## src/eag_map.vh

```
`ifndef EAG_MAP_VH
`define EAG_MAP_VH
// Register word indices on the Avalon-MM slave (byte address = 4 * index)
`define EAG_IDX_CTRL      3'h0
`define EAG_IDX_XSTART    3'h1
`define EAG_IDX_XEND      3'h2
`define EAG_IDX_YSTART    3'h3
`define EAG_IDX_YEND      3'h4
`define EAG_IDX_STATUS    3'h5
// Circular buffer control fields
`define EAG_CTRL_XSEL_LO  0
`define EAG_CTRL_YSEL_LO  4
`define EAG_CTRL_YEN_BIT  14
`define EAG_CTRL_XEN_BIT  15
`define EAG_CTRL_RESET    16'h00FF
`define EAG_SEL_OFF       4'hF
`define EAG_PTR_RESET     16'h0000
// Field widths and limits
`define EAG_NEAR_W        13
`define EAG_NEAR_BYTES    8192
`define EAG_LIT5_W        5
`define EAG_LIT10_W       10
`define EAG_LIT14_W       14
`define EAG_LIT16_W       16
`define EAG_MAX_WORDS     32768
`define EAG_DEFAULT_REG   4'h0
// Addressing modes
`define EAG_M_DIRECT      3'h0
`define EAG_M_IND         3'h1
`define EAG_M_POST        3'h2
`define EAG_M_PRE         3'h3
`define EAG_M_INDEX       3'h4
`define EAG_M_LITOFF      3'h5
`define EAG_M_FILE        3'h6
`define EAG_M_LIT         3'h7
// Instruction classes
`define EAG_C_MCU         2'h0
`define EAG_C_MOVE        2'h1
`define EAG_C_MAC         2'h2
`define EAG_C_OTHER       2'h3
`endif

```

## src/eag_regfile.v

```verilog
`timescale 1ns/1ps
// Sixteen working registers, two read ports with registered data
module eag_regfile (
   clk,
   nrst,
   ra_a,
   ra_b,
   we,
   wa,
   wd,
   rd_a,
   rd_b
);
   input  wire        clk;
   input  wire        nrst;
   input  wire [3:0]  ra_a;
   input  wire [3:0]  ra_b;
   input  wire        we;
   input  wire [3:0]  wa;
   input  wire [15:0] wd;
   output reg  [15:0] rd_a;
   output reg  [15:0] rd_b;

   reg [15:0] mem [0:15];
   integer    i;

   // Write-first so a pointer update is seen by the next read
   always @(posedge clk or negedge nrst) begin
      if (!nrst) begin
         for (i = 0; i < 16; i = i + 1) begin
            mem[i] <= 16'h0000;
         end
         rd_a <= 16'h0000;
         rd_b <= 16'h0000;
      end else begin
         if (we) begin
            mem[wa] <= wd;
         end
         rd_a <= (we && wa == ra_a) ? wd : mem[ra_a];
         rd_b <= (we && wa == ra_b) ? wd : mem[ra_b];
      end
   end
endmodule

```

## src/eag_core.v

```verilog
`timescale 1ns/1ps
`include "eag_map.vh"
//Contract
// - File direct uses 13 bits, near 8192 bytes
// - W0 default register; result to file or W0
// - Move forms full 16-bit addresses
// - MCU operand 1 register direct; operand 2 flexible
// - Indirect: address is pointer, pointer unchanged
// - Post-modify: issue pointer, then adjust
// - Pre-modify: adjust by signed constant, then issue
// - Indexed: pointer plus offset register
// - Literal offset: pointer plus instruction literal
// - Move modes differ; one shared offset field
// - MCU takes 5-bit or 10-bit literals
// - MAC pointers W8-W11; W8/9 X, W10/11 Y
// - MAC indexed only W9 in X, W11 Y
// - MAC post-modify only by 2, 4, 6 (code also accepts a step of 0)
// - Branch 16-bit signed, disable 14-bit literal
// - One circular buffer each in X and Y
// - Power-of-two buffers check both bounds
// - 16-bit start/end; length at most 32K words
// - Y circular addresses force bit 0 clear
// - Select field 15 disables that space's wrapping
// - X wraps when select not 15 and bit 15
// - Y wraps when select not 15 and bit 14
// - Write wrapped value back only for pre/post
module eag_core (
   clk,
   nrst,
   avs_address,
   avs_read,
   avs_write,
   avs_writedata,
   avs_readdata,
   avs_waitrequest,
   avs_response,
   op_valid,
   op_class,
   op_mode,
   op_ptr,
   op_off,
   op_mod,
   op_lit,
   op_dest_file,
   op_is_write,
   op_ready,
   ea_valid,
   ea_addr,
   ea_space_y,
   ea_write,
   ea_literal,
   ea_illegal,
   dest_reg
);
   input  wire        clk;
   input  wire        nrst;
   input  wire [2:0]  avs_address;
   input  wire        avs_read;
   input  wire        avs_write;
   input  wire [31:0] avs_writedata;
   output reg  [31:0] avs_readdata;
   output wire        avs_waitrequest;
   output reg  [1:0]  avs_response;
   input  wire        op_valid;
   input  wire [1:0]  op_class;
   input  wire [2:0]  op_mode;
   input  wire [3:0]  op_ptr;
   input  wire [3:0]  op_off;
   input  wire [3:0]  op_mod;
   input  wire [15:0] op_lit;
   input  wire        op_dest_file;
   input  wire        op_is_write;
   output wire        op_ready;
   output reg         ea_valid;
   output reg  [15:0] ea_addr;
   output reg         ea_space_y;
   output reg         ea_write;
   output reg  [15:0] ea_literal;
   output reg         ea_illegal;
   output reg  [3:0]  dest_reg;

   // One-hot operation sequencer
   localparam [2:0] ST_IDLE  = 3'b001;
   localparam [2:0] ST_FETCH = 3'b010;
   localparam [2:0] ST_ISSUE = 3'b100;

   reg [2:0]  state_q;
   reg [15:0] ctrl_q;
   reg [15:0] xs_q;
   reg [15:0] xe_q;
   reg [15:0] ys_q;
   reg [15:0] ye_q;
   reg [15:0] wraps_q;
   reg        bus_ack_q;
   reg [1:0]  cls_q;
   reg [2:0]  mode_q;
   reg [3:0]  ptr_q;
   reg [3:0]  off_q;
   reg [3:0]  mod_q;
   reg [15:0] lit_q;
   reg        dfile_q;
   reg        wr_q;
   wire [15:0] pv;
   wire [15:0] ov;
   wire [15:0] wb_val;
   wire        wb_en;

   // Sign-extended 4-bit modifier, used by pre/post modes
   function [15:0] sext4;
      input [3:0] v;
      begin
         sext4 = {{12{v[3]}}, v};
      end
   endfunction

   // Wrap an address into [s, e]; count as wrapped if corrected
   function [16:0] wrap;
      input [15:0] a;
      input [15:0] s;
      input [15:0] e;
      input        en;
      reg   [15:0] span;
      begin
         span = e - s + 16'h0001;
         wrap = {1'b0, a};
         if (en && a > e) begin
            wrap = {1'b1, a - span};
         end else if (en && a < s) begin
            wrap = {1'b1, a + span};
         end
      end
   endfunction

   // Read ports follow the request while idle, then the held operation;
   // the offset is held too, as the decoder drops it after the take
   wire [3:0] rf_ra_a = (state_q == ST_IDLE) ? op_ptr : ptr_q;
   wire [3:0] rf_ra_b = (state_q == ST_IDLE) ? op_off : off_q;

   // Register file; port A pointer, port B offset
   eag_regfile u_rf (
      .clk  (clk),
      .nrst (nrst),
      .ra_a (rf_ra_a),
      .ra_b (rf_ra_b),
      .we   (wb_en),
      .wa   (ptr_q),
      .wd   (wb_val),
      .rd_a (pv),
      .rd_b (ov)
   );

   // Register bus: one wait cycle, then acknowledge
   assign avs_waitrequest = (avs_read | avs_write) & ~bus_ack_q;

   // Bus registers; read data is captured in the wait cycle
   always @(posedge clk or negedge nrst) begin
      if (!nrst) begin
         bus_ack_q    <= 1'b0;
         avs_readdata <= 32'h00000000;
         avs_response <= 2'h0;
         ctrl_q       <= `EAG_CTRL_RESET;
         xs_q         <= `EAG_PTR_RESET;
         xe_q         <= `EAG_PTR_RESET;
         ys_q         <= `EAG_PTR_RESET;
         ye_q         <= `EAG_PTR_RESET;
      end else begin
         bus_ack_q <= (avs_read | avs_write) & ~bus_ack_q;
         if ((avs_read | avs_write) & ~bus_ack_q) begin
            avs_response <= (avs_address > `EAG_IDX_STATUS) ? 2'h2 : 2'h0;
            case (avs_address)
               `EAG_IDX_CTRL:   avs_readdata <= {16'h0000, ctrl_q};
               `EAG_IDX_XSTART: avs_readdata <= {16'h0000, xs_q};
               `EAG_IDX_XEND:   avs_readdata <= {16'h0000, xe_q};
               `EAG_IDX_YSTART: avs_readdata <= {16'h0000, ys_q};
               `EAG_IDX_YEND:   avs_readdata <= {16'h0000, ye_q};
               `EAG_IDX_STATUS: avs_readdata <= {16'h0000, wraps_q};
               default:         avs_readdata <= 32'h00000000;
            endcase
         end
         // Write lands on the acknowledge edge only
         if (avs_write & bus_ack_q) begin
            case (avs_address)
               `EAG_IDX_CTRL:   ctrl_q <= avs_writedata[15:0];
               `EAG_IDX_XSTART: xs_q   <= avs_writedata[15:0];
               `EAG_IDX_XEND:   xe_q   <= avs_writedata[15:0];
               `EAG_IDX_YSTART: ys_q   <= avs_writedata[15:0];
               `EAG_IDX_YEND:   ye_q   <= avs_writedata[15:0];
               default:         ;
            endcase
         end
      end
   end

   // Circular enables, one buffer per space
   wire [3:0] xsel = ctrl_q[`EAG_CTRL_XSEL_LO+3:`EAG_CTRL_XSEL_LO];
   wire [3:0] ysel = ctrl_q[`EAG_CTRL_YSEL_LO+3:`EAG_CTRL_YSEL_LO];
   wire x_on = (xsel != `EAG_SEL_OFF) && ctrl_q[`EAG_CTRL_XEN_BIT];
   wire y_on = (ysel != `EAG_SEL_OFF) && ctrl_q[`EAG_CTRL_YEN_BIT];

   // MAC: W8..W11 only, W10/11 go to Y space
   wire mac = (cls_q == `EAG_C_MAC);
   wire mac_y = mac && ptr_q[1];
   wire mac_ptr_ok = (ptr_q[3:2] == 2'b10);
   wire mac_idx_ok = (ptr_q == 4'h9) || (ptr_q == 4'hB);
   wire mac_mod_ok = (mod_q == 4'h0) || (mod_q == 4'h2) ||
                     (mod_q == 4'h4) || (mod_q == 4'h6);
   reg  mac_bad;

   // Illegal MAC operands are flagged and never write back
   always @* begin
      mac_bad = 1'b0;
      if (mac) begin
         case (mode_q)
            `EAG_M_IND:   mac_bad = ~mac_ptr_ok;
            `EAG_M_POST:  mac_bad = ~mac_ptr_ok | ~mac_mod_ok;
            `EAG_M_INDEX: mac_bad = ~mac_idx_ok;
            default:      mac_bad = 1'b1;
         endcase
      end
   end

   // Raw address and pointer update per mode
   reg [15:0] raw;
   reg [15:0] upd;
   reg        is_mem;
   reg        do_wb;
   wire [15:0] stepped = pv + sext4(mod_q);

   always @* begin
      raw    = pv;
      upd    = pv;
      is_mem = 1'b1;
      do_wb  = 1'b0;
      case (mode_q)
         `EAG_M_IND: raw = pv;
         `EAG_M_POST: begin
            raw   = pv;
            upd   = stepped;
            do_wb = 1'b1;
         end
         `EAG_M_PRE: begin
            raw   = stepped;
            upd   = stepped;
            do_wb = 1'b1;
         end
         `EAG_M_INDEX: raw = pv + ov;
         `EAG_M_LITOFF: raw = pv + lit_q;
         `EAG_M_FILE: begin
            // Move reaches all of data space, others near only
            if (cls_q == `EAG_C_MOVE) begin
               raw = lit_q;
            end else begin
               raw = {3'b000, lit_q[`EAG_NEAR_W-1:0]};
            end
         end
         default: is_mem = 1'b0;
      endcase
   end

   // Space and wrapping; X wrap covers reads and writes alike
   wire in_y = mac_y;
   wire sel_hit = in_y ? (ptr_q == ysel && y_on) : (ptr_q == xsel && x_on);
   wire mod_ok = sel_hit && (mode_q != `EAG_M_FILE) &&
                 is_mem;
   wire [15:0] bs = in_y ? ys_q : xs_q;
   wire [15:0] be = in_y ? ye_q : xe_q;
   // Both bounds checked; one-way buffers simply never cross the other
   wire [16:0] wa_r = wrap(raw, bs, be, mod_ok);
   wire [16:0] wu_r = wrap(upd, bs, be, mod_ok);
   wire [15:0] ea_n = in_y ? {wa_r[15:1], 1'b0} : wa_r[15:0];
   assign wb_val = in_y && mod_ok ? {wu_r[15:1], 1'b0} : wu_r[15:0];
   assign wb_en  = (state_q == ST_ISSUE) && do_wb && !mac_bad;

   // Literal field widths per class
   reg [15:0] lit_n;
   always @* begin
      case (cls_q)
         `EAG_C_MCU:   lit_n = mod_q[0] ? {6'h00, lit_q[`EAG_LIT10_W-1:0]}
                                        : {11'h000, lit_q[`EAG_LIT5_W-1:0]};
         `EAG_C_OTHER: lit_n = mod_q[0] ? lit_q
                                        : {2'b00, lit_q[`EAG_LIT14_W-1:0]};
         default:      lit_n = lit_q;
      endcase
   end

   // One op in flight; the decoder waits while busy
   assign op_ready = (state_q == ST_IDLE);

   // Capture operation, wait for register read, issue
   always @(posedge clk or negedge nrst) begin
      if (!nrst) begin
         state_q    <= ST_IDLE;
         cls_q      <= 2'h0;
         mode_q     <= 3'h0;
         ptr_q      <= 4'h0;
         off_q      <= 4'h0;
         mod_q      <= 4'h0;
         lit_q      <= 16'h0000;
         dfile_q    <= 1'b0;
         wr_q       <= 1'b0;
         wraps_q    <= 16'h0000;
         ea_valid   <= 1'b0;
         ea_addr    <= 16'h0000;
         ea_space_y <= 1'b0;
         ea_write   <= 1'b0;
         ea_literal <= 16'h0000;
         ea_illegal <= 1'b0;
         dest_reg   <= 4'h0;
      end else begin
         ea_valid <= 1'b0;
         case (state_q)
            ST_IDLE: begin
               if (op_valid) begin
                  cls_q   <= op_class;
                  mode_q  <= op_mode;
                  ptr_q   <= op_ptr;
                  off_q   <= op_off;
                  mod_q   <= op_mod;
                  lit_q   <= op_lit;
                  dfile_q <= op_dest_file;
                  wr_q    <= op_is_write;
                  state_q <= ST_FETCH;
               end
            end
            ST_FETCH: state_q <= ST_ISSUE;
            ST_ISSUE: begin
               ea_valid   <= 1'b1;
               ea_addr    <= is_mem ? ea_n : 16'h0000;
               ea_space_y <= in_y;
               ea_write   <= wr_q & is_mem;
               ea_literal <= lit_n;
               ea_illegal <= mac_bad;
               // File ops return to the file or the default register
               dest_reg   <= dfile_q ? ptr_q : `EAG_DEFAULT_REG;
               // Status counts corrected addresses, not pointer updates
               if (wa_r[16] && !mac_bad) begin
                  wraps_q <= wraps_q + 16'h0001;
               end
               state_q <= ST_IDLE;
            end
            default: state_q <= ST_IDLE;
         endcase
      end
   end
endmodule

```

## config.mk

```make
export PLATFORM = sky130hd
export DESIGN_NAME = eag_core
export DESIGN_NICKNAME = d
export VERILOG_FILES = /design/src/eag_regfile.v /design/src/eag_core.v
export VERILOG_INCLUDE_DIRS = /design/src
export SDC_FILE = /design/constraint.sdc
export NUM_CORES = 2
export LEC_CHECK = 0
export BUFFER_PORTS_ARGS = -buffer_cell sky130_fd_sc_hd__buf_2
export CORE_UTILIZATION = 55
export CTS_CLUSTER_SIZE = 40
export DETAILED_ROUTE_END_ITERATION = 8
export PLACE_DENSITY = 0.73
export SKIP_LAST_GASP = 1
export SYNTH_ARGS = -nofsm -noshare
export SYNTH_HDL_FRONTEND = slang
export SYNTH_HIERARCHICAL = 1
export SYNTH_SLANG_ARGS = --single-unit
```

## constraint.sdc

```tcl
create_clock -name clk -period 8.29 [get_ports clk]
set_clock_uncertainty 0.2 [all_clocks]
set_input_delay 2.0725 -clock clk [delete_from_list [all_inputs] [get_ports clk]]
set_output_delay 2.0725 -clock clk [all_outputs]
set_load 0.05 [all_outputs]
```

# After elaboration in Yosys (flattened, before gate mapping)
# Index checks and enable logic that the tools add are counted.
# W data, S select, Z words.
[totals] mem_count=0 output_inout_bits=76 in_bits=75 latch_bits=0 reg_bits=497 mem_bits_rw=0 romBits=0
[op_classes] n_reduce_logical=35 div_mod_pow=0 n_addsub=10 magnitude_cmp=9 shift=0 bitwise_logic=12 n_eq_ne=31 muxes=39 n_mul=0
[op_table] cell="$bwmux W256" n=1
[op_table] cell="$mux W16" n=15
[op_table] cell="$bmux W16 S4" n=2
[op_table] cell="$pmux W16 S6" n=1
[op_table] cell="$add A16 B16 Y16" n=5
[op_table] cell="$demux W16 S4" n=1
[op_table] cell="$pmux W16 S4" n=1
[op_table] cell="$sub A16 B16 Y16" n=3
[op_table] cell="$mux W17" n=2
[op_table] cell="$add A16 B1 Y16 const B" n=2
[op_table] cell="$gt A16 B16 Y1" n=2
[op_table] cell="$lt A16 B16 Y1" n=2
[op_table] cell="$pmux W16 S2" n=1
[op_table] cell="$eq A3 B3 Y1 const B" n=6
[op_table] cell="$logic_and A1 B1 Y1" n=18
[op_table] cell="$eq A4 B4 Y1" n=4
[op_table] cell="$eq A3 B2 Y1 const B" n=5
[op_table] cell="$ge A5 B5 Y1 const B" n=3
[op_table] cell="$not A4 Y5" n=3
[op_table] cell="$reduce_and A2 Y1" n=7
[op_table] cell="$mux W4" n=3
[op_table] cell="$mux W10" n=1
[op_table] cell="$eq A3 B1 Y1 const B" n=3
[op_table] cell="$eq A4 B3 Y1 const B" n=2
[op_table] cell="24 further kinds" n=43

# Logic depth before layout (Yosys ltp)
[depth] word_depth=12 mapped_depth=30

# Cells and area by module
# The synthesis kept the hierarchy.
[by_module_without_submodules] mod="eag_core" cells_each=1796 seq_area_each_um2=4815.9 area_each_um2=16597.2 n_inst=1
[by_module_without_submodules] mod="eag_regfile" cells_each=917 seq_area_each_um2=7206.9 area_each_um2=15000.6 n_inst=1

# Least setup slack after synthesis
# OpenSTA, ideal clock, no wires.
[synth_timing] kind="register to register" from="reg mode_q[0]" to="reg wraps_q[1]" period_less_slack_ns=6.691 setup_slack_ns=1.599 arrival_ns=6.366 path_stages_with_launch=25 path_cell_list="dfrtp_1 clkbuf_1 clkbuf_1 buf_1 nand2_1 clkbuf_1 mux2_2 ha_1 a2111oi_0 a21oi_1 o31a_1 o31ai_1 xnor2_1 nand2_1 o21ai_0 ha_1 nand4_1 nor4_1 a22oi_1 a22oi_1 nand2_1 and2_0 clkbuf_1 nor2_1 mux2_2"
[synth_via] elab_chain_len=9 word_cells_on_any_way=23
[synth_lines] element="from (decl)" line_no="eag_core.v:96" text="reg [2:0] mode_q;"
[synth_lines] element="from (signal assigned)" line_no="eag_core.v:315" text="mode_q <= op_mode;"
[synth_lines] element="branches (longest 7 deep; another with $lt A16 B16 Y1)"
[synth_lines] element="$logic_and A1 B1 Y1 (*)" line_no="eag_core.v:336" text="if (wa_r[16] && !mac_bad) begin"
[synth_lines] element="$reduce_and A2 Y1 (no source line) (*)"
[synth_lines] element="to (signal assigned)" line_no="eag_core.v:337" text="wraps_q <= wraps_q + 16'h0001;"
[synth_lines] element="to (decl)" line_no="eag_core.v:93" text="reg [15:0] wraps_q;"
# Every way passes the cells marked *.
# A chain may end at the register's enable or synchronous reset.

# Worst setup path in the final report
[layout_timing] from="reg cls_q[0]" to="reg u_rf/mem[15] (netlist name)"
[layout_via] elab_chain_len=9 word_cells_on_any_way=21
[layout_lines] element="from (decl)" line_no="eag_core.v:95" text="reg [1:0] cls_q;"
[layout_lines] element="from (signal assigned)" line_no="eag_core.v:314" text="cls_q <= op_class;"
[layout_lines] element="$eq A2 B2 Y1 (no source line) (*)"
[layout_lines] element="$logic_and A1 B1 Y1 (*)" line_no="eag_core.v:202" text="wire mac_y = mac && ptr_q[1];"
[layout_lines] element="$mux W16, or another cell as far along" line_no="eag_core.v:266" text="wire [15:0] be = in_y ? ye_q : xe_q;"
[layout_lines] element="$sub A16 B16 Y16 or $logic_and A1 B1 Y1 (tied branches)" line_no="eag_core.v:124, eag_core.v:263"
[layout_lines] element="$add A16 B1 Y16 or $logic_and A1 B1 Y1 (tied branches)" line_no="eag_core.v:124, eag_core.v:263"
[layout_lines] element="$add A16 B16 Y16 or $logic_and A1 B1 Y1 (tied branches)" line_no="eag_core.v:129, eag_core.v:128"
[layout_lines] element="$mux W16" line_no="eag_core.v:128" text="end else if (en && a < s) begin"
[layout_lines] element="$mux W16 (*)" line_no="eag_core.v:126" text="if (en && a > e) begin"
[layout_lines] element="named net wb_val[15]" line_no="eag_core.v:105" text="wire [15:0] wb_val;"
[layout_lines] element="$bwmux W256 (*)" line_no="eag_regfile.v:37" text="mem[wa] <= wd;"
[layout_lines] element="to (signal, indexed assignment)" line_no="eag_regfile.v:37"
[layout_lines] element="to (decl)" line_no="eag_regfile.v:24" text="reg [15:0] mem [0:15];"
# The timed path passes the listed nets; every way through them passes the cells marked *.

==> flow_metrics.py <==
metrics = {
    "outcome": {
        "outcome": "complete, no violations",
    },
    "sta": {
        "slew_viol_final": 0,
        "whs_ns": 0.259,
        "setup_viol": 0,
        "period_share": 0.902,
        "setup_tns_ns": 0,
        "grt_setup_unrepaired": "no",
        "finalWorstSetupSlack_ns": 0.812,
        "period_needed_ns": 7.48,
        "hold_viol_final": 0,
        "fmax_ghz": 0.134,
        "relSlewSlack": 0.162,
        "tightest_slew_ns": 1.25,
    },
    "die": {
        "core_sq_um": 56600,
        "design.portCount": 151,
        "start_util": 0.558,
        "die_area_sq_um": 58400,
        "rows": 87,
        "die_x_microns": 242,
        "die_h_microns": 242,
    },
    "global_routing": {
        "grt_pass1_vias": 24271,
        "grt_pass1_wl_mm": 145,
        "grt_usage": 0.322,
        "antenna_found_initial": 3,
        "grt_max_degree": 171,
        "overflow": 0,
    },
    "synth": {
        "syn_area_sq_um": 31600,
        "yosysSeqAreaShare": 0.380,
        "avgSynthCellArea_sq_um": 11.6,
        "synthTopCellsByCount": "dfrtp_1, mux2_2, ha_1, nand2_1, mux2i_1",
        "yosysMostFrequentCell": "dfrtp_1",
        "yosys.area.top_type": "dfrtp_1",
        "synth_ff_type": "dfrtp_1",
        "synth.area.top_cells": "dfrtp_1, mux2_2, mux4_2",
        "synth_warnings": 6,
        "synth-edff-count": 0,
        "ys_types": 90,
        "synthDominantCellAreaShare": 0.373,
        "ys_ff_latch": 480,
        "async_reset_ff_frac": 1.00,
        "netlist_instances": 2713,
    },
    "setup_path": {
        "critical_path_class": "register to register",
        "cp.required_ns": 8.64,
        "r2r_slack_ns": 0.81,
        "timing.rr.start": "cls_q[0]",
        "ff2ff_path_depth": 25,
        "arrival_ns": 7.83,
        "r2r-end": "u_rf/mem[15]",
        "end_kind": "register",
        "start_kind": "register",
        "critPathMaxFanout": 18,
    },
    "placement": {
        "io_buffers": 117,
        "hpwl_mm": 65.9,
        "dp_cells": 3501,
        "dp_slack_ns": 0.969,
        "place.gp.congestion": 0.997,
    },
    "cts": {
        "h-tree-depth": 2,
        "insertion_delay_ns": 0.65,
        "clock_path_buffers": 3,
        "post_cts_buffers": 0,
        "cts_buffers": 51,
        "ctsResizeCount": 0,
        "postCtsHoldBufs": 0,
        "cts_sinks": 480,
        "cts_tree": "built",
        "clk_pin_slew_ns": 0.06,
        "cts-root-buf": "clkbuf_16",
    },
    "final_layout": {
        "largest_reg_flops": 256,
        "top_register": "u_rf/mem",
        "drive_above_1_share": 0.319,
        "layout.nets": 3066,
        "syn2layout_area_growth_pct": 9.69,
        "stdcell_count": 3594,
    },
    "min_path": {
        "min_path_cells": 2,
        "min_from": "dest_reg[3]",
        "min_path_type": "register to register",
        "holdPathEnd": "dest_reg[3]",
    },
    "pwr": {
        "p_leak_nw": 16.6,
        "vdd_drop_max_mv": 0.359,
        "powerDensity_nw_per_um2": 410,
        "power.total_mw": 14.2,
    },
    "detailed_routing": {
        "routed_wl_mm": 94.0,
        "antenna_left": 0,
        "via_per_inst": 6.55,
        "wl_per_cell_microns": 26.1,
        "first_pass_iters": 5,
        "drt-initial-drc-count": 1731,
        "vias": 23553,
        "drc": 0,
    },
    "job": {
        "maxCapViolations": 0,
    },
}
==> through the flow <==
stage	utilization	cell area, sq um
final	0.612	34700
after global routing	0.612	34700
after CTS	0.612	34700
after detailed placement	0.583	33000
after global placement	0.583	33000
after floorplan	-	31700
==> per-layer routing <==
metal  vias to the layer above  routed length (microns)  global-route usage
li1                      10322                        -                   -
met1                     12021                    38800               0.428
met2                       933                    43700               0.514
met3                       273                     7300              0.0640
met4                         4                     4210               0.137
met5                         -                       24                   0
==> how the worst max path moves through the flow <==
stage | startpoint | end | slack [ns]
after floorplan | mode_q[0] | wraps_q[1] | 1.60
after global placement | mode_q[2] | ea_addr[15] | 1.07
after detailed placement | cls_q[0] | u_rf/mem[15] | 0.97
after CTS | cls_q[0] | u_rf/mem[143] | 0.95
after global routing | cls_q[0] | u_rf/mem[143] | 0.40
final | cls_q[0] | u_rf/mem[15] | 0.81
==> worst max-delay path: stages (launching register included) <==
cell and delay [ns]:
dfrtp_1 0.38, inv_1 0.08, ha_1 0.26, nand2_2 0.34
mux2i_1 0.50, inv_1 0.09, ha_1 0.34, ha_1 0.30
a21o_1 0.17, a21oi_1 0.23, o21bai_1 0.09, a21o_1 0.20
a21oi_1 0.29, inv_1 0.07, a21oi_1 0.18, xnor2_1 0.29
ha_1 0.44, nor3_1 0.23, o211ai_1 0.18, a221oi_1 0.41
o41ai_1 0.19, o31ai_1 0.32, xnor2_1 0.11, o211ai_1 0.20
xor2_1 0.98, mux2_2 0.33
==> power breakdown <==
part	internal [mW]	switching (mW)	total, mW
sequential	2.67	0.302	2.97
clock	1.26	1.01	2.27
combinational	3.20	5.77	8.97
==> cells by family after synthesis <==
group           share of synthesized area
fa+ha+maj                          0.0784
mux                                 0.302
other cells                      0.000119
buf+inv                            0.0382
simple gates                       0.0737
xor+xnor                           0.0197
compound gates                      0.108
flops                               0.380
==> cell usage in the layout, fill, tap and decap left out, types with 84 or more instances in the layout <==
cell and n:
mux2i_1 158, dfrtp_1 471, ha_1 186, o21ai_0 105, nand2_1 165, mux4_2 135, inv_1 84, mux2_2 435
a21oi_1 100, buf_2 116, nor2_1 97
==> final cells by class <==
type	instances	area, sq um
antenna	1	2.50
clock buffer	72	1460
clock inverter	20	208
fill	4465	21900
inverter	85	319
multi-input combinational	1989	18500
sequential	480	12000
tap	756	946
timing repair buffer	191	1180
Power figures use the tool's default switching activity.
